`config.mk`:
```
export PLATFORM = sky130hd
export DESIGN_NAME = uefc_device_flat
export DESIGN_NICKNAME = d
export VERILOG_FILES = /design/src/rtl/uefc_pkg.sv /design/src/rtl/uefc_if.sv /design/src/rtl/uefc_device.sv /design/src/flat_wrapper.sv
export SDC_FILE = /design/constraint.sdc
export NUM_CORES = 1
export LEC_CHECK = 0
export BUFFER_PORTS_ARGS = -buffer_cell sky130_fd_sc_hd__buf_2
export CAP_MARGIN = 20
export CORE_UTILIZATION = 55
export CTS_BUF_LIST = sky130_fd_sc_hd__clkbuf_8
export DETAILED_ROUTE_END_ITERATION = 8
export GPL_ROUTABILITY_DRIVEN = 0
export PLACE_DENSITY = 0.82
export SKIP_LAST_GASP = 1
export SLEW_MARGIN = 20
export SYNTH_ARGS = -nofsm -noshare
export SYNTH_HDL_FRONTEND = slang
export SYNTH_SLANG_ARGS = --single-unit
```
`constraint.sdc`:
```
create_clock -name core_clk -period 5.1 [get_ports core_clk]
set_input_delay 1.02 -clock core_clk [delete_from_list [all_inputs] [get_ports core_clk]]
set_output_delay 1.02 -clock core_clk [all_outputs]
set_load 0.01 [all_outputs]
```
`src/rtl/uefc_pkg.sv`:
```
// package of shared constants and types for the endpoint configuration link
package uefc_pkg;
	// ----------------------------------------
	// sizes and counts
	// ----------------------------------------
	localparam int NUM_GEN_EP    = 5;
	localparam int NUM_REGIONS   = 6;
	localparam int PTR_W         = 12;
	localparam int SIZE_W        = 11;
	localparam int EPNUM_W       = 4;
	localparam int CFG_W         = 4;
	localparam int REGSEL_W      = 3;

	// ----------------------------------------
	// reset values and limits
	// ----------------------------------------
	localparam logic [PTR_W-1:0]   RST_PTR      = 12'h000;
	localparam logic [SIZE_W-1:0]  RST_MAXPKT   = 11'h008;
	localparam logic [EPNUM_W-1:0] EPNUM_MIN    = 4'h1;
	localparam logic [EPNUM_W-1:0] EPNUM_MAX    = 4'hF;
	localparam logic [SIZE_W-1:0]  CTRL_MAX_HS  = 11'h040;

	// ----------------------------------------
	// general endpoint config field positions
	// ----------------------------------------
	localparam int CFG_DIR_BIT   = 0;
	localparam int CFG_TOG_BIT   = 1;
	localparam int CFG_ISO_BIT   = 2;
	localparam int CFG_VALID_BIT = 3;

	// ----------------------------------------
	// firmware command codes on the link
	// ----------------------------------------
	typedef enum logic [2:0] {
		UEFC_CMD_NONE   = 3'h0,
		UEFC_CMD_START  = 3'h1,
		UEFC_CMD_END    = 3'h2,
		UEFC_CMD_CLEAR  = 3'h3,
		UEFC_CMD_LINK   = 3'h4,
		UEFC_CMD_UNLINK = 3'h5,
		UEFC_CMD_CONFIG = 3'h6,
		UEFC_CMD_MAXPKT = 3'h7
	} uefc_cmd_t;

	// ----------------------------------------
	// host sequencer states
	// ----------------------------------------
	typedef enum logic [4:0] {
		UEFC_H_IDLE  = 5'h01,
		UEFC_H_START = 5'h02,
		UEFC_H_END   = 5'h04,
		UEFC_H_CLEAR = 5'h08,
		UEFC_H_LINK  = 5'h10
	} uefc_hstate_t;
endpackage

```
`src/rtl/uefc_if.sv`:
```
// interface joining the firmware end and the endpoint configuration end
`timescale 1ns/10ps
interface uefc_if;
	logic                          cmdValid;
	logic                          cmdReady;
	uefc_pkg::uefc_cmd_t           cmdCode;
	logic [uefc_pkg::REGSEL_W-1:0] cmdSel;
	logic [uefc_pkg::PTR_W-1:0]    cmdData;
	logic                          cmdErr;
	logic [uefc_pkg::NUM_REGIONS-1:0] linkState;

	modport dev (
		input  cmdValid,
		output cmdReady,
		input  cmdCode,
		input  cmdSel,
		input  cmdData,
		output cmdErr,
		output linkState
	);
	modport fw (
		output cmdValid,
		input  cmdReady,
		output cmdCode,
		output cmdSel,
		output cmdData,
		input  cmdErr,
		input  linkState
	);
endinterface

```
`src/rtl/uefc_device.sv`:
```
// endpoint configuration end: region pointers, clears, links and endpoint settings
// Notes on behaviour
// - one control plus five general endpoints
// - control endpoint direction chosen per stage
// - control data refused until region 0 linked
// - control max packet 8 to 64 bytes; code keeps any 11-bit value written
// - region spans at least the max packet; code does not check pointers against it
// - link bit attaches control endpoint to region
// - each general endpoint has own direction
// - endpoint number 0x1 to 0xF, matched on bus
// - general max packet sizes by speed rules; code keeps any 11-bit value written
// - toggle mode set per transfer kind
// - isochronous flag set for isochronous endpoints
// - no transactions until region linked
// - endpoint pairs only with its own region
// - firmware builds interfaces from endpoints
// - linked endpoint answers by fifo level
`timescale 1ns/10ps
module uefc_device #(
	parameter int NEP = uefc_pkg::NUM_GEN_EP
) (
	input  wire logic                          core_clk,
	input  wire logic                          rst_n,
	uefc_if.dev                                link,
	// usb side: token to look up and fifo levels of every region
	input  wire logic                          tokValid,
	input  wire logic [uefc_pkg::EPNUM_W-1:0]  tokEpNum,
	input  wire logic                          tokIsIn,
	input  wire logic [NEP:0]                  fifoHasPkt,
	input  wire logic [NEP:0]                  fifoHasRoom,
	input  wire logic                          ctrlDirIn,
	output logic                               tokHit,
	output logic [uefc_pkg::REGSEL_W-1:0]      tokRegion,
	output logic                               tokAck,
	output logic                               tokNak,
	output logic [NEP:0]                       regionClear,
	output logic [NEP:0][uefc_pkg::PTR_W-1:0]  regionStart,
	output logic [NEP:0][uefc_pkg::PTR_W-1:0]  regionEnd,
	output logic [NEP:0][uefc_pkg::SIZE_W-1:0] epMaxPkt,
	output logic [NEP-1:0]                     epIsIn,
	output logic [NEP-1:0]                     epToggleMode,
	output logic [NEP-1:0]                     epIso
);
	// ----------------------------------------
	// register state
	// ----------------------------------------
	logic [NEP:0][uefc_pkg::PTR_W-1:0]  startPtr_ff;
	logic [NEP:0][uefc_pkg::PTR_W-1:0]  endPtr_ff;
	logic [NEP:0][uefc_pkg::SIZE_W-1:0] maxPkt_ff;
	logic [NEP:0]                       clear_ff;
	logic [NEP:0]                       cleared_ff;
	logic [NEP:0]                       link_ff;
	logic [NEP-1:0][uefc_pkg::CFG_W-1:0]   cfg_ff;
	logic [NEP-1:0][uefc_pkg::EPNUM_W-1:0] epNum_ff;
	logic                               err_ff;
	logic                               hit_ff;
	logic [uefc_pkg::REGSEL_W-1:0]      reg_ff;
	logic                               ack_ff;
	logic                               nak_ff;
	logic                               take;
	logic                               selOk;
	logic                               linkOk;
	logic [uefc_pkg::REGSEL_W-1:0]      s;
	logic                               lkHit;
	logic [uefc_pkg::REGSEL_W-1:0]      lkReg;
	logic                               lkRdy;

	// commands are taken in one cycle
	assign link.cmdReady = 1'b1;
	assign take          = link.cmdValid;
	assign s             = link.cmdSel;
	assign selOk         = (s <= uefc_pkg::REGSEL_W'(NEP));
	// link allowed only once the region has been cleared since its last start or end write
	assign linkOk        = selOk && cleared_ff[s];

	// ----------------------------------------
	// region pointers and clear pulse
	// ----------------------------------------
	always_ff @(posedge core_clk) begin
		if (!rst_n) begin
			startPtr_ff <= '0;
			endPtr_ff   <= '0;
			clear_ff    <= '0;
		end else begin
			clear_ff <= '0;
			if (take && selOk) begin
				if (link.cmdCode == uefc_pkg::UEFC_CMD_START)
					startPtr_ff[s] <= link.cmdData;
				if (link.cmdCode == uefc_pkg::UEFC_CMD_END)
					endPtr_ff[s] <= link.cmdData;
				if (link.cmdCode == uefc_pkg::UEFC_CMD_CLEAR)
					clear_ff[s] <= 1'b1;
			end
		end
	end

	// ----------------------------------------
	// clear tracking and link bits
	// ----------------------------------------
	always_ff @(posedge core_clk) begin
		if (!rst_n) begin
			cleared_ff <= '0;
			link_ff    <= '0;
		end else if (take && selOk) begin
			case (link.cmdCode)
				uefc_pkg::UEFC_CMD_START,
				uefc_pkg::UEFC_CMD_END: begin
					cleared_ff[s] <= 1'b0; // moved region must be cleared again
					link_ff[s]    <= 1'b0;
				end
				uefc_pkg::UEFC_CMD_CLEAR: cleared_ff[s] <= 1'b1;
				// region n is only ever joined to its own endpoint
				uefc_pkg::UEFC_CMD_LINK: if (linkOk) link_ff[s] <= 1'b1;
				uefc_pkg::UEFC_CMD_UNLINK: link_ff[s] <= 1'b0;
				default: ;
			endcase
		end
	end

	// ----------------------------------------
	// endpoint settings
	// ----------------------------------------
	always_ff @(posedge core_clk) begin
		if (!rst_n) begin
			maxPkt_ff <= {(NEP+1){uefc_pkg::RST_MAXPKT}};
			cfg_ff    <= '0;
			epNum_ff  <= {NEP{uefc_pkg::EPNUM_MIN}};
		end else if (take && selOk) begin
			if (link.cmdCode == uefc_pkg::UEFC_CMD_MAXPKT)
				maxPkt_ff[s] <= link.cmdData[uefc_pkg::SIZE_W-1:0];
			// config word: number in 7:4, valid, iso, toggle, direction
			if (link.cmdCode == uefc_pkg::UEFC_CMD_CONFIG && s != 3'h0
				&& link.cmdData[7:4] >= uefc_pkg::EPNUM_MIN) begin
				cfg_ff[s-3'h1]   <= link.cmdData[uefc_pkg::CFG_W-1:0];
				epNum_ff[s-3'h1] <= link.cmdData[7:4];
			end
		end
	end

	// refused commands flag: bad select, early link, config to region 0 or with number 0
	always_ff @(posedge core_clk) begin
		if (!rst_n)
			err_ff <= 1'b0;
		else if (take)
			err_ff <= !selOk
				|| (link.cmdCode == uefc_pkg::UEFC_CMD_LINK && !linkOk)
				|| (link.cmdCode == uefc_pkg::UEFC_CMD_CONFIG
					&& (s == 3'h0 || link.cmdData[7:4] < uefc_pkg::EPNUM_MIN));
	end

	// ----------------------------------------
	// token lookup and answer
	// ----------------------------------------
	// lookup of the token against region 0 and the joined endpoints
	always_comb begin
		lkHit = 1'b0;
		lkReg = '0;
		lkRdy = 1'b0;
		if (tokEpNum == 4'h0) begin
			// control uses region 0 either way, direction from firmware
			lkHit = link_ff[0];
			lkRdy = ctrlDirIn ? fifoHasPkt[0] : fifoHasRoom[0];
		end else begin
			for (int i = 0; i < NEP; i++) begin
				if (!lkHit && link_ff[i+1] && cfg_ff[i][uefc_pkg::CFG_VALID_BIT]
					&& epNum_ff[i] == tokEpNum
					&& cfg_ff[i][uefc_pkg::CFG_DIR_BIT] == tokIsIn) begin
					lkHit = 1'b1;
					lkReg = uefc_pkg::REGSEL_W'(i + 1);
					lkRdy = tokIsIn ? fifoHasPkt[i+1] : fifoHasRoom[i+1];
				end
			end
		end
	end

	// registered answer, one cycle after the token
	always_ff @(posedge core_clk) begin
		if (!rst_n) begin
			hit_ff <= 1'b0;
			reg_ff <= '0;
			ack_ff <= 1'b0;
			nak_ff <= 1'b0;
		end else begin
			hit_ff <= tokValid && lkHit;
			reg_ff <= lkReg;
			ack_ff <= tokValid && lkHit && lkRdy;
			nak_ff <= tokValid && lkHit && !lkRdy;
		end
	end

	// ----------------------------------------
	// outputs
	// ----------------------------------------
	assign link.cmdErr    = err_ff;
	assign link.linkState = link_ff;
	assign tokHit         = hit_ff;
	assign tokRegion      = reg_ff;
	assign tokAck         = ack_ff;
	assign tokNak         = nak_ff;
	assign regionClear    = clear_ff;
	assign regionStart    = startPtr_ff;
	assign regionEnd      = endPtr_ff;
	assign epMaxPkt       = maxPkt_ff;
	always_comb begin
		for (int i = 0; i < NEP; i++) begin
			epIsIn[i]       = cfg_ff[i][uefc_pkg::CFG_DIR_BIT];
			epToggleMode[i] = cfg_ff[i][uefc_pkg::CFG_TOG_BIT];
			epIso[i]        = cfg_ff[i][uefc_pkg::CFG_ISO_BIT];
		end
	end
endmodule

```
`src/flat_wrapper.sv`:
```
// flat-port wrapper written by rule: the top's interface ports become plain ports
module uefc_device_flat 
#(
	parameter int NEP = uefc_pkg::NUM_GEN_EP
)
  (core_clk, rst_n, tokValid, tokEpNum, tokIsIn, fifoHasPkt, fifoHasRoom, ctrlDirIn, tokHit, tokRegion, tokAck, tokNak, regionClear, regionStart, regionEnd, epMaxPkt, epIsIn, epToggleMode, epIso, link_cmdValid, link_cmdReady, link_cmdCode, link_cmdSel, link_cmdData, link_cmdErr, link_linkState);
  uefc_if link_i ();
  input  wire logic core_clk;
  input  wire logic rst_n;
  input  wire logic tokValid;
  input  wire logic [uefc_pkg::EPNUM_W-1:0] tokEpNum;
  input  wire logic tokIsIn;
  input  wire logic [NEP:0] fifoHasPkt;
  input  wire logic [NEP:0] fifoHasRoom;
  input  wire logic ctrlDirIn;
  output logic tokHit;
  output logic [uefc_pkg::REGSEL_W-1:0] tokRegion;
  output logic tokAck;
  output logic tokNak;
  output logic [NEP:0] regionClear;
  output logic [NEP:0][uefc_pkg::PTR_W-1:0] regionStart;
  output logic [NEP:0][uefc_pkg::PTR_W-1:0] regionEnd;
  output logic [NEP:0][uefc_pkg::SIZE_W-1:0] epMaxPkt;
  output logic [NEP-1:0] epIsIn;
  output logic [NEP-1:0] epToggleMode;
  output logic [NEP-1:0] epIso;
  input wire logic [$bits(link_i.cmdValid)-1:0] link_cmdValid;
  output wire logic [$bits(link_i.cmdReady)-1:0] link_cmdReady;
  input wire logic [$bits(link_i.cmdCode)-1:0] link_cmdCode;
  input wire logic [$bits(link_i.cmdSel)-1:0] link_cmdSel;
  input wire logic [$bits(link_i.cmdData)-1:0] link_cmdData;
  output wire logic [$bits(link_i.cmdErr)-1:0] link_cmdErr;
  output wire logic [$bits(link_i.linkState)-1:0] link_linkState;
  assign link_i.cmdValid = link_cmdValid;
  assign link_cmdReady = link_i.cmdReady;
  assign link_i.cmdCode = link_cmdCode;
  assign link_i.cmdSel = link_cmdSel;
  assign link_i.cmdData = link_cmdData;
  assign link_cmdErr = link_i.cmdErr;
  assign link_linkState = link_i.linkState;
  uefc_device #(.NEP(NEP)) u_core (.core_clk(core_clk), .rst_n(rst_n), .link(link_i), .tokValid(tokValid), .tokEpNum(tokEpNum), .tokIsIn(tokIsIn), .fifoHasPkt(fifoHasPkt), .fifoHasRoom(fifoHasRoom), .ctrlDirIn(ctrlDirIn), .tokHit(tokHit), .tokRegion(tokRegion), .tokAck(tokAck), .tokNak(tokNak), .regionClear(regionClear), .regionStart(regionStart), .regionEnd(regionEnd), .epMaxPkt(epMaxPkt), .epIsIn(epIsIn), .epToggleMode(epToggleMode), .epIso(epIso));
endmodule
```
---- After elaboration in Yosys (flattened, before gate mapping) ----
Index checks and enable logic that the tools add are counted.
word-level totals
  register bits ........................... 275
  bits of input ports ..................... 40
  output and inout port bits .............. 245
  logic and storage cells ................. 170
operators by class
  add/subtract/negate cells ............... 1
  magnitude comparators ................... 7
  equal/unequal tests ..................... 18
  muxes and demuxes ....................... 45
  bitwise gates (word level) .............. 6
  reductions and logical operators ........ 56
operators by type and width
  kind                count
  $bwmux 72           2
  $bwmux 66           1
  $bwmux 20           2
  $demux 12 s3        1
  $demux 11 s3        1
  $logic_and 1x1->1   30
  $mux 1              25
  $pmux 6 s2          2
  $eq 4x4->1          5
  $and 6x6->6         2
  $demux 4 s3         1
  $eq 3x3->1 const B  4
  $mux 12             1
  $or 6x6->6          2
  $mux 11             1
  $reduce_and 2->1    5
  $lt 3x4->1 const B  2
  $logic_not 1->1     7
  $eq 3x2->1 const B  2
  $ge 3x1->1 const B  2
  $mux 3              2
  $mux 6              1
  $not 6->6           1
  $reduce_and 3->1    2
  other kinds (20)    29

---- Logic depth before layout (Yosys ltp) ----
Gate-level depths: netlist (run 1).
  depth after elaboration ................. 35
  depth in mapped cells ................... 11

---- Least setup slack after synthesis (run 1) ----
No wires, ideal clock.
  path type ............................... input port to flip-flop
  start ................................... input port link_cmdSel[0]
  end ..................................... register u_core.epNum_ff[0] (netlist bit)
  setup time .............................. 129 ps
  data arrival time ....................... 2585 ps
  data required time ...................... 4971 ps
  setup slack ............................. 2385 ps
  cell stages on the path ................. 10
  buffers on the path ..................... 2
  cell sequence ........................... buf_4 inv_2 ha_1 nand2b_1 o41ai_2 nor4_2 and3_1 buf_6 mux2i_1 nand2_1
on the way
  longest elaborated chain between the ends .. 6
RTL lines
  item                                                                   line                source
  start, declared                                                        flat_wrapper.sv:30  input wire logic [$bits(link_i.cmdSel)-1:0] link_cmdSel;
  $sub 3x1->3                                                            uefc_device.sv:135  epNum_ff[s-3'h1] <= link.cmdData[7:4];
  $lt 3x4->1 (implied by the code) / $ge 3x1->1 (equally long branches)  uefc_device.sv:135
  $logic_and 1x1->1 (implied by the code)                                uefc_device.sv:135
  $mux 4 (implied by the code)                                           uefc_device.sv:135
  $demux 4 s3                                                            n/a
  $bwmux 20                                                              uefc_device.sv:135
  end signal, assigned                                                   uefc_device.sv:127  epNum_ff <= {NEP{uefc_pkg::EPNUM_MIN}};
  end signal, assigned by index                                          uefc_device.sv:135
  end, declared                                                          uefc_device.sv:54   logic [NEP-1:0][uefc_pkg::EPNUM_W-1:0] epNum_ff;
Several ways; a longest one is shown, not always the timed one.
A chain may end at the register's enable or synchronous reset.

---- Final worst setup path (run 1) ----
  start ................................... input port link_cmdSel[0]
  end ..................................... register u_core.epNum_ff[8] (netlist bit)
The elaborated chain is that of the path after synthesis.

==> results of run 1 <==
[tightest hold or removal path, stage by stage (launching register included)]
cell	delay, ns
dfxtp_1	0.30
nand2_1	0.05
a21boi_1	0.05
[state kept, by name (all words and copies together) (netlist names), 3 cells and up, named ones only]
name,count
u_core.regionStart,72
u_core.tokRegion,3
u_core.epIsIn,5
u_core.epNum_ff,20
u_core.regionEnd,72
u_core.epMaxPkt,66
u_core.epToggleMode,5
u_core.cfg_ff,5
u_core.regionClear,6
u_core.epIso,5
[through the flow]
step / utilization (%) / hold WS, ns
6_report: 67.2 / 0.447
5_1_grt: 67.2 / 0.464
4_1_cts: 67.1 / 0.450
3_5_place_dp: 62.7 / 0.442
3_3_place_gp: 62.7 / 0.437
2_1_floorplan: - / 0.452
[layer usage]
metal | vias up | part of all wire [%] | GRT usage [%]
met5 | - | 0 | 0.714
met4 | 0 | 2.8 | 11.5
met3 | 65 | 7.8 | 7.11
met2 | 368 | 47 | 48.2
met1 | 4506 | 42 | 38.5
li1 | 4607 | - | -
[worst paths after layout]
| path | from | end | slack [ns] | depth (start not counted) |
|---|---|---|---|---|
| hold / removal | u_core.regionEnd[44]$_SDFFE_PN0P_ | u_core.regionEnd[44]$_SDFFE_PN0P_ | 0.45 | 2 |
| setup reg to reg | u_core.epIsIn[2]$_SDFFE_PN0P_ | u_core.tokAck$_SDFF_PN0_ | 3.23 | 7 |
| setup / recovery | link_cmdSel[0] | u_core.epNum_ff[8]$_SDFFE_PN1P_ | 2.25 | 9 |
| hold reg to reg | u_core.regionEnd[44]$_SDFFE_PN0P_ | u_core.regionEnd[44]$_SDFFE_PN0P_ | 0.45 | 2 |
[power groups by stage]
stage                     sequential (mW)  clock, mW  combinational (mW)
final                                2.16       1.90               0.213
after global routing                 2.16       2.02               0.226
after CTS                            2.16       1.92               0.210
after detailed placement             2.21          0               0.210
after global placement               2.21          0               0.207
after floorplan                      2.21          0               0.137
[kinds of logic (layout without fill, tap and decap cells)]
kind of cell	count (synthesis)	in the layout	synth area share [%]
xor+xnor	27	27	2.10
other cells	1	4	0.0333
compound gates	226	226	15.1
flops	275	275	49.0
mux	65	65	5.91
buf+inv	128	364	5.72
fa+ha+maj	3	3	0.334
simple gates	568	568	21.9
[cell usage in the layout (no fill, tap or decap), types with 4 or more instances in the layout]
master	Yosys	routed
a21boi_0	53	53
a21boi_1	143	143
and3_1	7	7
buf_2	28	282
buf_4	28	4
clkbuf_8	0	54
clkinv_2	0	6
dfxtp_1	275	275
inv_1	2	13
mux2i_1	63	63
nand2_1	421	421
nand3_1	21	21
nor2_1	28	27
nor2_2	4	5
nor2b_1	50	50
nor3_1	6	6
o211ai_1	6	6
o21ai_0	8	8
o31ai_1	6	6
or3_1	5	5
xnor2_1	10	10
xor2_1	17	17
[area by class of cell]
cell class / count / area [µm²] / area share [%]
multi-input cells: 890 / 5100 / 38.4
diodes: 3 / 7.51 / 0.0565
inverters: 4 / 15.0 / 0.113
flip-flops and latches: 275 / 5510 / 41.4
well taps: 265 / 332 / 2.50
clock buffers: 54 / 743 / 5.59
repair buffers: 287 / 1450 / 10.9
clock inverters: 19 / 131 / 0.989
==> summary.md, run 1 <==
| Metric | Value |
|---|---|
| Status | completed |
| Post-Layout Inst Area | 13,300 µm² |
| HPWL after detailed placement | 20,800 µm |
| Worst hold path class | reg2reg |
| Critical path class | in2reg |
| Fmax | 351 MHz |
| Initial antenna violation count | 2 |
| Cell area after synthesis | 11,200 µm² |
| Final hold vios | 0 |
| Clock root cell | clkbuf_8 |
| Largest cells by area after synthesis | dfxtp_1 (49%), nand2_1 (14%), a21boi_1 (9.5%) |
| DIE AREA | 21,000 µm² |
| Maximum fanout along the worst path | 14 |
| Starting Density | 56.9% |
| # fillers | 1,707 |
| Post-synth EDFFs | 0 |
| Die W | 145 µm |
| Switching part of the total | 23.3% |
| Placement Cell Area | 12,400 µm² |
| H-tree Lvls | 2 |
| CP Cell Sequence | buf_2, inv_2, ha_1, nand2b_1, o41ai_2, nor4_2, and3_1, mux2i_1, nand2_1 |
| Die span in y | 145 µm |
| Layout net count | 1,546 |
| Routed vias | 9,546 |
| Fraction of registers with async set/reset | 0% |
| CTS sink count | 275 |
| Netlist cell types | 51 |
| Share of the synthesized area in the top cell type | 49.0% |
| Slew Limit Fails | 0 |
| Sequential element share of the synthesized area | 49.0% |
| Post-synth top area cell | dfxtp_1 |
| Core Footprint | 19,800 µm² |
| Setup crit start kind | primary input |
| Power per cell area | 322 nW/µm² |
| Top cells by count, synth | nand2_1 (421), dfxtp_1 (275), a21boi_1 (143) |
| Clk network pwr share | 44.4% |
| Final wirelength | 32,300 µm |
| WL per Instance | 18.0 µm |
| Setup TNS | 0 ns |
| Placed insts | 1,721 |
| Via count of the first global-routing pass | 8,924 |
| Boundary pin count | 285 |
| VDD IR max | 0.234 mV |
| Clock transition at path regs | 0.06 ns |
| TritonCTS clock tree | done |
| 1st-iter DRT viols | 557 |
| Clock skew | 0.0120 ns |
| Most frequent cell after synthesis | nand2_1 |
| Sequential power share | 50.6% |
| Pwr Total | 4.27 mW |
| Setup ws final | 2.25 ns |
| Antenna-violating nets left | 0 |
| Post-Syn Nets | 1,336 |
| Vias/cell | 5.31 |
| Comb pwr share | 5.0% |
| Pre-CTS WS | 1.70 ns |
| Crit path time final | 2.85 ns |
| Total gr overflow | 0 |
| Top FF cell, synth | dfxtp_1 |
| Hold buffer count at cts | 0 |
| #FFs+latches synth | 275 |
| # rows | 51 |
| Worst setup EP type | flip-flop |
| Internal Dissipation | 3.28 mW |
| Maximum root-to-sink buffer count | 3 |
| First-pass GRT wire length | 49,700 µm |
| P_leak | 5.62 nW |
| Worst-Margin Slew | 0.952 ns |
| Largest stage delay, worst path | 0.57 ns |
| All-Layer GR Usage | 29.9% |
| Mean Syn Cell Area | 8.70 µm² |
| Largest net degree at the start of global routing | 133 |
| # setup viols final | 0 |
| Area grow syn2layout | 18.1% |
| Crit path DAT | 3.24 ns |
| DR pass1 iterations | 5 |
| Worst-Skew Late Latency | 0.54 ns |
| Gates resized, CTS repair | 0 |
| Port bufs | 283 |
| Period utilisation layout | 55.9% |
| Syn. warnings | 0 |
| Sw power | 0.996 mW |
| CP required | 5.49 ns |
| Relative slew slack | 36.3% |
| Largest delay share family, worst path | simple AND/OR/NAND/NOR gates |
| Synth Instances | 1,293 |
| Buf/Inv on CP | 2 |
| Critical-path top delay cell | and3_1 |
| Non-filler instance count after layout | 1,797 |
| Layout cell share with drive strength beyond 1 | 24.3% |
| Drt drc | 0 |
| TritonCTS Buffers | 45 |
| # Post-CTS Setup Buffers | 0 |
| Max Cap Violations | 0 |
| RSZ-0062 raised after global routing | false |
Power figures use the tool's default switching activity.
==> run 2: changes to the inputs <==
--- a/config.mk
+++ b/config.mk
@@ -5,13 +5,14 @@
 export SDC_FILE = /design/constraint.sdc
 export NUM_CORES = 1
 export LEC_CHECK = 0
+export ABC_AREA = 1
 export BUFFER_PORTS_ARGS = -buffer_cell sky130_fd_sc_hd__buf_2
 export CAP_MARGIN = 20
 export CORE_UTILIZATION = 55
 export CTS_BUF_LIST = sky130_fd_sc_hd__clkbuf_8
 export DETAILED_ROUTE_END_ITERATION = 8
 export GPL_ROUTABILITY_DRIVEN = 0
-export PLACE_DENSITY = 0.82
+export PLACE_DENSITY = 0.83
 export SKIP_LAST_GASP = 1
 export SLEW_MARGIN = 20
 export SYNTH_ARGS = -nofsm -noshare
==> constraint.sdc (replaced) <==
create_clock -name core_clk -period 2.91 [get_ports core_clk]
set_input_delay 0.582 -clock core_clk [delete_from_list [all_inputs] [get_ports core_clk]]
set_output_delay 0.582 -clock core_clk [all_outputs]
set_load 0.01 [all_outputs]
==> run 2 against run 1 <==
Hold slack got worse by 0.052 ns. Non-clock buffer count increased by 5. Combinational power increased by 96%. Die area decreased by 3.1%.
==> summary.md, run 2 <==
| Metric | Value |
|---|---|
| Status | completed |
| Post-Synth Simple-Gate Area | 21.8% (-0.13 points) |
| WL per Instance | 16.8 µm (-6.5%) |
| Gates resized, CTS repair | 0 (unchanged) |
| Clock root cell | clkbuf_8 |
| CTS sink count | 275 (unchanged) |
| Fraction of registers with async set/reset | 0% (unchanged) |
| Mean Syn Cell Area | 7.98 µm² (-8.2%) |
| Clock transition at path regs | 0.06 ns (about the same) |
| Critical path class | in2reg |
| HPWL after detailed placement | 21,000 µm (+0.55%) |
| Period utilisation layout | 69.4% |
| Relative slew slack | 49.7% (+13 points) |
| Vias/cell | 5.29 (-0.36%) |
| Starting Density | 56.0% (-0.87 points) |
| Initial antenna violation count | 0 (-2) |
| Die span in y | 143 µm (-1.5%) |
| Number of inserted diodes | 0 (-3) |
| Mux cell area share after synthesis | 0.195% (-5.7 points) |
| Syn. warnings | 0 (unchanged) |
| Setup ws final | 0.889 ns (-1.36 ns) |
| M3 GR Usage | 8.82% (+1.7 points) |
| DR pass1 iterations | 5 (unchanged) |
| #FFs+latches synth | 275 (unchanged) |
| Sequential power share | 48.9% (-1.7 points) |
| Top cells by count, synth | nor2_1 (329), dfxtp_1 (275), o21ai_0 (203) |
| Switching part of the total | 23.8% (+0.44 points) |
| Max Cap Violations | 0 (unchanged) |
| Area grow syn2layout | 20.6% |
| Largest stage delay, worst path | 0.34 ns (-0.23 ns) |
| Global routing usage on met2 | 50.8% (+2.6 points) |
| Reg2Reg Depth | 13 (+6) |
| Share of the synthesized area in the top cell type | 50.5% (+1.6 points) |
| Setup TNS | 0 ns (unchanged) |
| Core Footprint | 19,500 µm² (-1.6%) |
| Main combinational cell family by area after synthesis | simple AND/OR/NAND/NOR gates |
| # rows | 51 (unchanged) |
| Most common cell after layout, fill and taps aside | nor2_1 |
| Grt met1 use | 38.2% (-0.36 points) |
| All-Layer GR Usage | 31.0% (+1.1 points) |
| Sw power | 1.85 mW (+85%) |
| Most frequent cells in the layout | nor2_1 (329), buf_2 (282), dfxtp_1 (275) |
| Clock skew | 0.0309 ns (+0.0189 ns) |
| Crit path time final | 2.02 ns |
| 1st-iter DRT viols | 603 (+8.3%) |
| Maximum fanout along the worst path | 16 (+2) |
| Worst setup EP type | flip-flop |
| Port bufs | 283 (unchanged) |
| First-pass GRT wire length | 49,000 µm (-1.6%) |
| H-tree Lvls | 2 (unchanged) |
| Setup crit start kind | primary input |
| Die W | 143 µm (-1.5%) |
| Layout net count | 1,651 (+6.8%) |
| Comb pwr share | 5.4% (+0.4 points) |
| DIE AREA | 20,400 µm² (-3.1%) |
| CP required | 3.33 ns (-2.16 ns) |
| Synth Area in Adders | 0.345% (+0.011 points) |
| Placement Cell Area | 12,200 µm² (-1.9%) |
| Netlist cell types | 47 (-7.8%) |
| Hold depth | 3 (+1) |
| TritonCTS clock tree | done |
| Synth Instances | 1,365 (+5.6%) |
| Antenna-violating nets left | 0 (unchanged) |
| P_leak | 6.67 nW (+19%) |
| TritonCTS Buffers | 44 (-2.2%) |
| Via count of the first global-routing pass | 9,289 (+4.1%) |
| Top FF cell, synth | dfxtp_1 |
| Final hold vios | 0 (unchanged) |
| Post-synth EDFFs | 0 (unchanged) |
| Sequential element share of the synthesized area | 50.5% (+1.6 points) |
| Most frequent cell after synthesis | nor2_1 |
| Crit path DAT | 2.44 ns (-0.80 ns) |
| Clk network pwr share | 45.7% (+1.3 points) |
| Post-Syn Nets | 1,408 (+5.4%) |
| Final wirelength | 32,000 µm (-0.90%) |
| Layout cell share with drive strength beyond 1 | 25.7% (+1.4 points) |
| Maximum root-to-sink buffer count | 3 (unchanged) |
| Worst-Skew Late Latency | 0.56 ns (+0.02 ns) |
| Pre-CTS WS | 0.369 ns (-1.33 ns) |
| Critical-path top delay cell | nor2_4 |
| Routed vias | 10,083 (+5.6%) |
| Boundary pin count | 285 (unchanged) |
| # setup viols final | 0 (unchanged) |
| Internal Dissipation | 5.92 mW (+81%) |
| Drt drc | 0 (unchanged) |
| Synth Area in XOR/XNOR | 0.241% (-1.9 points) |
| CP Cell Sequence | buf_2, ha_1, nor2_2, nand2_2, nand2_4, nor3_2, inv_4, nor2_4, inv_1, nand2_1, nand3_1 |
| Post-synth top area cell | dfxtp_1 |
| Power per cell area | 592 nW/µm² (+84%) |
| Synth Area in Compound Gates | 17.8% (+2.8 points) |
| Post-Layout Inst Area | 13,100 µm² (-1.1%) |
| Worst-Margin Slew | 0.754 ns (-0.198 ns) |
| # Post-CTS Setup Buffers | 0 (unchanged) |
| Cell area after synthesis | 10,900 µm² (-3.1%) |
| Slew Limit Fails | 0 (unchanged) |
| Gr busiest metal | met2 |
| Total gr overflow | 0 (unchanged) |
| Worst hold path class | in2reg |
| Fmax | 495 MHz |
| Largest cells by area after synthesis | dfxtp_1 (51%), nor2_1 (11%), o21ai_0 (9.3%) |
| Hold buffer count at cts | 0 (unchanged) |
| RSZ-0062 raised after global routing | false |
| Largest net degree at the start of global routing | 83 (-38%) |
| VDD IR max | 0.426 mV (+82%) |
==> run 2: changes by cell type in the layout (fill, tap and decap cells not counted), sizes merged, moves of 6 or more <==
cell	previous run	this run
nand2	421	122
o31ai	6	0
nand4	3	11
and3	7	0
xor2	17	1
xnor2	10	2
mux2i	63	1
nor2b	50	0
a21boi	196	0
a21oi	2	109
o21ai	9	250
nor2	33	352
inv	15	107
==> run 2: cell type report <==
cell class                      count  area, µm²
Multi-Input combinational cell    899       4400
Fill cell                        1618       6330
Clock inverter                     21        180
Clock buffer                       57        785
Tap cell                          265        332
Inverter                           96        404
Sequential cell                   275       5510
Timing Repair Buffer              292       1530
==> run 2: worst max-delay path, delay by kind of cell <==
kind | cells | cell delay (ns)
adder cells (fa/ha/maj) | 1 | 0.24
buffers and inverters | 3 | 0.67
AND/OR/NAND/NOR | 7 | 0.93
==> run 2: power by group through the flow <==
stage	Clock (mW)	Combinational, mW	Sequential [mW]
final	3.55	0.417	3.80
after global routing	3.77	0.447	3.80
after CTS	3.60	0.411	3.80
after detailed placement	0	0.410	3.88
after global placement	0	0.403	3.88
after floorplan	0	0.252	3.89
==> run 2: layer usage <==
layer	vias up	wire length [µm]
met3	77	3200
met1	4655	12900
met2	455	15000
li1	4896	-
met5	-	0
met4	0	972
==> run 2: logic make-up (layout without fill, tap and decap cells) <==
group | after synthesis | in the layout
AOI/OAI and AO/OA | 375 | 375
xor gates and xnor gates | 3 | 3
adders and majority gates | 3 | 3
buffers and inverters | 191 | 466
DFF | 275 | 275
muxes | 2 | 2
other | 1 | 1
and+or+nand+nor | 515 | 515
==> run 2: final timing paths <==
kind / start / endpoint / slack (ns)
min reg2reg: u_core.epIso[0]$_SDFFE_PN0P_ / u_core.epIso[0]$_SDFFE_PN0P_ / 0.44
max reg2reg: flip-flop / u_core.tokNak$_SDFF_PN0_ / 1.34
max: link_cmdSel[0] / u_core.epMaxPkt[25]$_SDFFE_PN1P_ / 0.89
min: link_cmdData[7] / u_core.epNum_ff[19]$_SDFFE_PN0P_ / 0.39
==> run 2: per-stage QoR <==
stage	std cells	power (mW)	utilization (%)	hold WS, ns
after floorplan	1365	4.14	-	0.424
after global placement	1827	4.29	62.5	0.429
after detailed placement	1827	4.29	62.5	0.434
after CTS	1905	7.81	67.5	0.366
after global routing	1905	8.02	67.5	0.381
final	1905	7.77	67.5	0.395
==> run 3: changes to the inputs <==
--- a/config.mk
+++ b/config.mk
@@ -8,11 +8,11 @@
 export ABC_AREA = 1
 export BUFFER_PORTS_ARGS = -buffer_cell sky130_fd_sc_hd__buf_2
 export CAP_MARGIN = 20
-export CORE_UTILIZATION = 55
+export CORE_UTILIZATION = 49
 export CTS_BUF_LIST = sky130_fd_sc_hd__clkbuf_8
 export DETAILED_ROUTE_END_ITERATION = 8
 export GPL_ROUTABILITY_DRIVEN = 0
-export PLACE_DENSITY = 0.83
+export PLACE_DENSITY = 0.78
 export SKIP_LAST_GASP = 1
 export SLEW_MARGIN = 20
 export SYNTH_ARGS = -nofsm -noshare
==> constraint.sdc (replaced) <==
create_clock -name core_clk -period 1.7 [get_ports core_clk]
set_input_delay 0.34 -clock core_clk [delete_from_list [all_inputs] [get_ports core_clk]]
set_output_delay 0.34 -clock core_clk [all_outputs]
set_load 0.01 [all_outputs]
==> run 3 against run 2 <==
Register-to-register slack got worse by 1.2 ns. Hold slack worse by 0.27 ns. Die area rose by 12%. Via count rose by 3.5%. Cell area rose by 6.4%. First-iteration DRC count is 3.5% higher.
==> summary.md, run 3 (synthesized netlist as in run 2, its figures left out) <==
| Metric | Value |
|---|---|
| Boundary pin count | 285 (unchanged) |
| 1st-iter DRT viols | 624 (+3.5%) |
| Non-filler instance count after layout | 2,012 (+5.6%) |
| Slew Limit Fails | 0 (unchanged) |
| Setup crit start kind | flip-flop |
| Placed insts | 1,931 (+5.7%) |
| Buf/Inv on CP | 2 (-1) |
| Most frequent cells in the layout | nor2_1 (326), buf_2 (282), dfxtp_1 (275) |
| Clock root cell | clkbuf_8 |
| # fillers | 1,854 (+15%) |
| DIE AREA | 22,800 µm² (+12%) |
| Placement Cell Area | 13,100 µm² (+7.4%) |
| Final hold vios | 0 (unchanged) |
| Pwr Total | 13.1 mW (+68%) |
| RR Endpoint | u_core.tokAck$_SDFF_PN0_ |
| DR pass1 iterations | 8 (+3) |
| Routed vias | 10,439 (+3.5%) |
| H-tree Lvls | 2 (unchanged) |
| TritonCTS clock tree | done |
| WL per Instance | 16.7 µm (-0.57%) |
| Core Footprint | 21,800 µm² (+12%) |
| CP required | 1.36 ns (-1.97 ns) |
| Stages on the worst setup path | 2 (-9) |
| Period utilisation layout | 90.9% |
| Antenna-violating nets left | 0 (unchanged) |
| Setup ws final | 0.154 ns (-0.735 ns) |
| TritonCTS Buffers | 45 (+2.3%) |
| Via count of the first global-routing pass | 9,660 (+4.0%) |
| Worst setup EP type | output pin |
| Maximum root-to-sink buffer count | 3 (unchanged) |
| P_leak | 7.17 nW (+7.5%) |
| Hold buffer count at cts | 0 (unchanged) |
| HPWL after detailed placement | 23,400 µm (+11%) |
| Drt drc | 0 (unchanged) |
| Critical path class | reg2out |
| Starting Density | 49.9% (-6.1 points) |
| CTS sink count | 275 (unchanged) |
| Maximum fanout along the worst path | 2 (-14) |
| Largest delay share family, worst path | flip-flops |
| Layout net count | 1,741 (+5.5%) |
| Crit path capture | link_linkState[4] |
| Port bufs | 283 (unchanged) |
| Vias/cell | 5.19 (-2.0%) |
| Worst-Margin Slew | 0.603 ns (-0.151 ns) |
| VDD IR max | 0.570 mV (+34%) |
| Status | completed |
| Largest stage delay, worst path | 0.37 ns (+0.03 ns) |
| Number of inserted diodes | 0 (unchanged) |
| Flop2flop setup slack | 0.17 ns (-1.17 ns) |
| Fmax | 647 MHz |
| # rows | 54 (+5.9%) |
| CP Cell Sequence | buf_4, buf_2 |
| Crit path time final | 1.55 ns |
| Clock transition at path regs | 0.06 ns (about the same) |
| Fin Hold WS | 0.121 ns (-0.274 ns) |
| First-pass GRT wire length | 51,000 µm (+4.1%) |
| Hold depth | 2 (-1) |
| Clock skew | 0.0175 ns (-0.0134 ns) |
| Area grow syn2layout | 28.3% |
| Largest net degree at the start of global routing | 60 (-28%) |
| RSZ-0062 raised after global routing | false |
| Layout cell share with drive strength beyond 1 | 29.6% (+3.9 points) |
| Relative slew slack | 59.8% (+10 points) |
| # setup viols final | 0 (unchanged) |
| Critical-path top delay cell | dfxtp_1 |
| Crit path DAT | 1.21 ns (-1.23 ns) |
| Power per cell area | 936 nW/µm² (+58%) |
| Pre-CTS WS | -0.187 ns (-0.556 ns) |
| Reg2Reg Depth | 9 (-4) |
| Setup TNS | 0 ns (unchanged) |
| Final Util | 64.0% (-3.4 points) |
| Initial antenna violation count | 0 (unchanged) |
| Post-Layout Inst Area | 14,000 µm² (+6.4%) |
| All-Layer GR Usage | 29.0% (-2.0 points) |
| Die span in y | 151 µm (+5.9%) |
| Max Cap Violations | 0 (unchanged) |
| Die W | 151 µm (+5.9%) |
| Most common cell after layout, fill and taps aside | nor2_1 |
| Worst-Skew Late Latency | 0.55 ns (about the same) |
| Total gr overflow | 0 (unchanged) |
| Final wirelength | 33,600 µm (+5.0%) |
| Worst hold path class | in2reg |
## run 3: repair_timing
item / in CTS / in global routing
setup buffers: 0 / 0
setup endpoints to repair: 0 / 1
resized for setup: 0 / 2
## run 3: power breakdown
group          total (mW)  switching, mW  internal (mW)
Sequential           6.51         0.0231           6.49
Combinational       0.861          0.565          0.296
Clock                5.71           2.64           3.07
## run 3: area by class of cell
class / count / area (µm²) / area share, %
Sequential cell: 275 / 5510 / 39.4
Multi-Input combinational cell: 899 / 4410 / 31.6
Timing Repair Buffer: 381 / 2400 / 17.1
Clock buffer: 58 / 798 / 5.71
Inverter: 96 / 404 / 2.89
Tap cell: 280 / 350 / 2.51
Clock inverter: 23 / 108 / 0.770
## run 3: how the worst min path moves through the flow
stage	to	slack [ns]	start
finish	u_core.epNum_ff[16]$_SDFFE_PN1P_	0.12	rst_n
global route	u_core.epNum_ff[8]$_SDFFE_PN1P_	0.10	rst_n
global placement	u_core.epIso[0]$_SDFFE_PN0P_	0.43	u_core.epIso[0]$_SDFFE_PN0P_
floorplan	u_core.epIso[0]$_SDFFE_PN0P_	0.42	u_core.epIso[0]$_SDFFE_PN0P_
CTS	u_core.epNum_ff[8]$_SDFFE_PN1P_	0.08	rst_n
detailed placement	u_core.cfg_ff[3]$_SDFFE_PN0P_	0.44	u_core.cfg_ff[3]$_SDFFE_PN0P_
## run 3: per-layer routing
metal | track usage, % | vias up | share of wire, %
li1 | - | 5092 | -
met1 | 35.7 | 4782 | 41
met2 | 46.7 | 458 | 46
met3 | 7.98 | 107 | 8.6
met4 | 13.9 | 0 | 4.3
met5 | 0 | - | 0
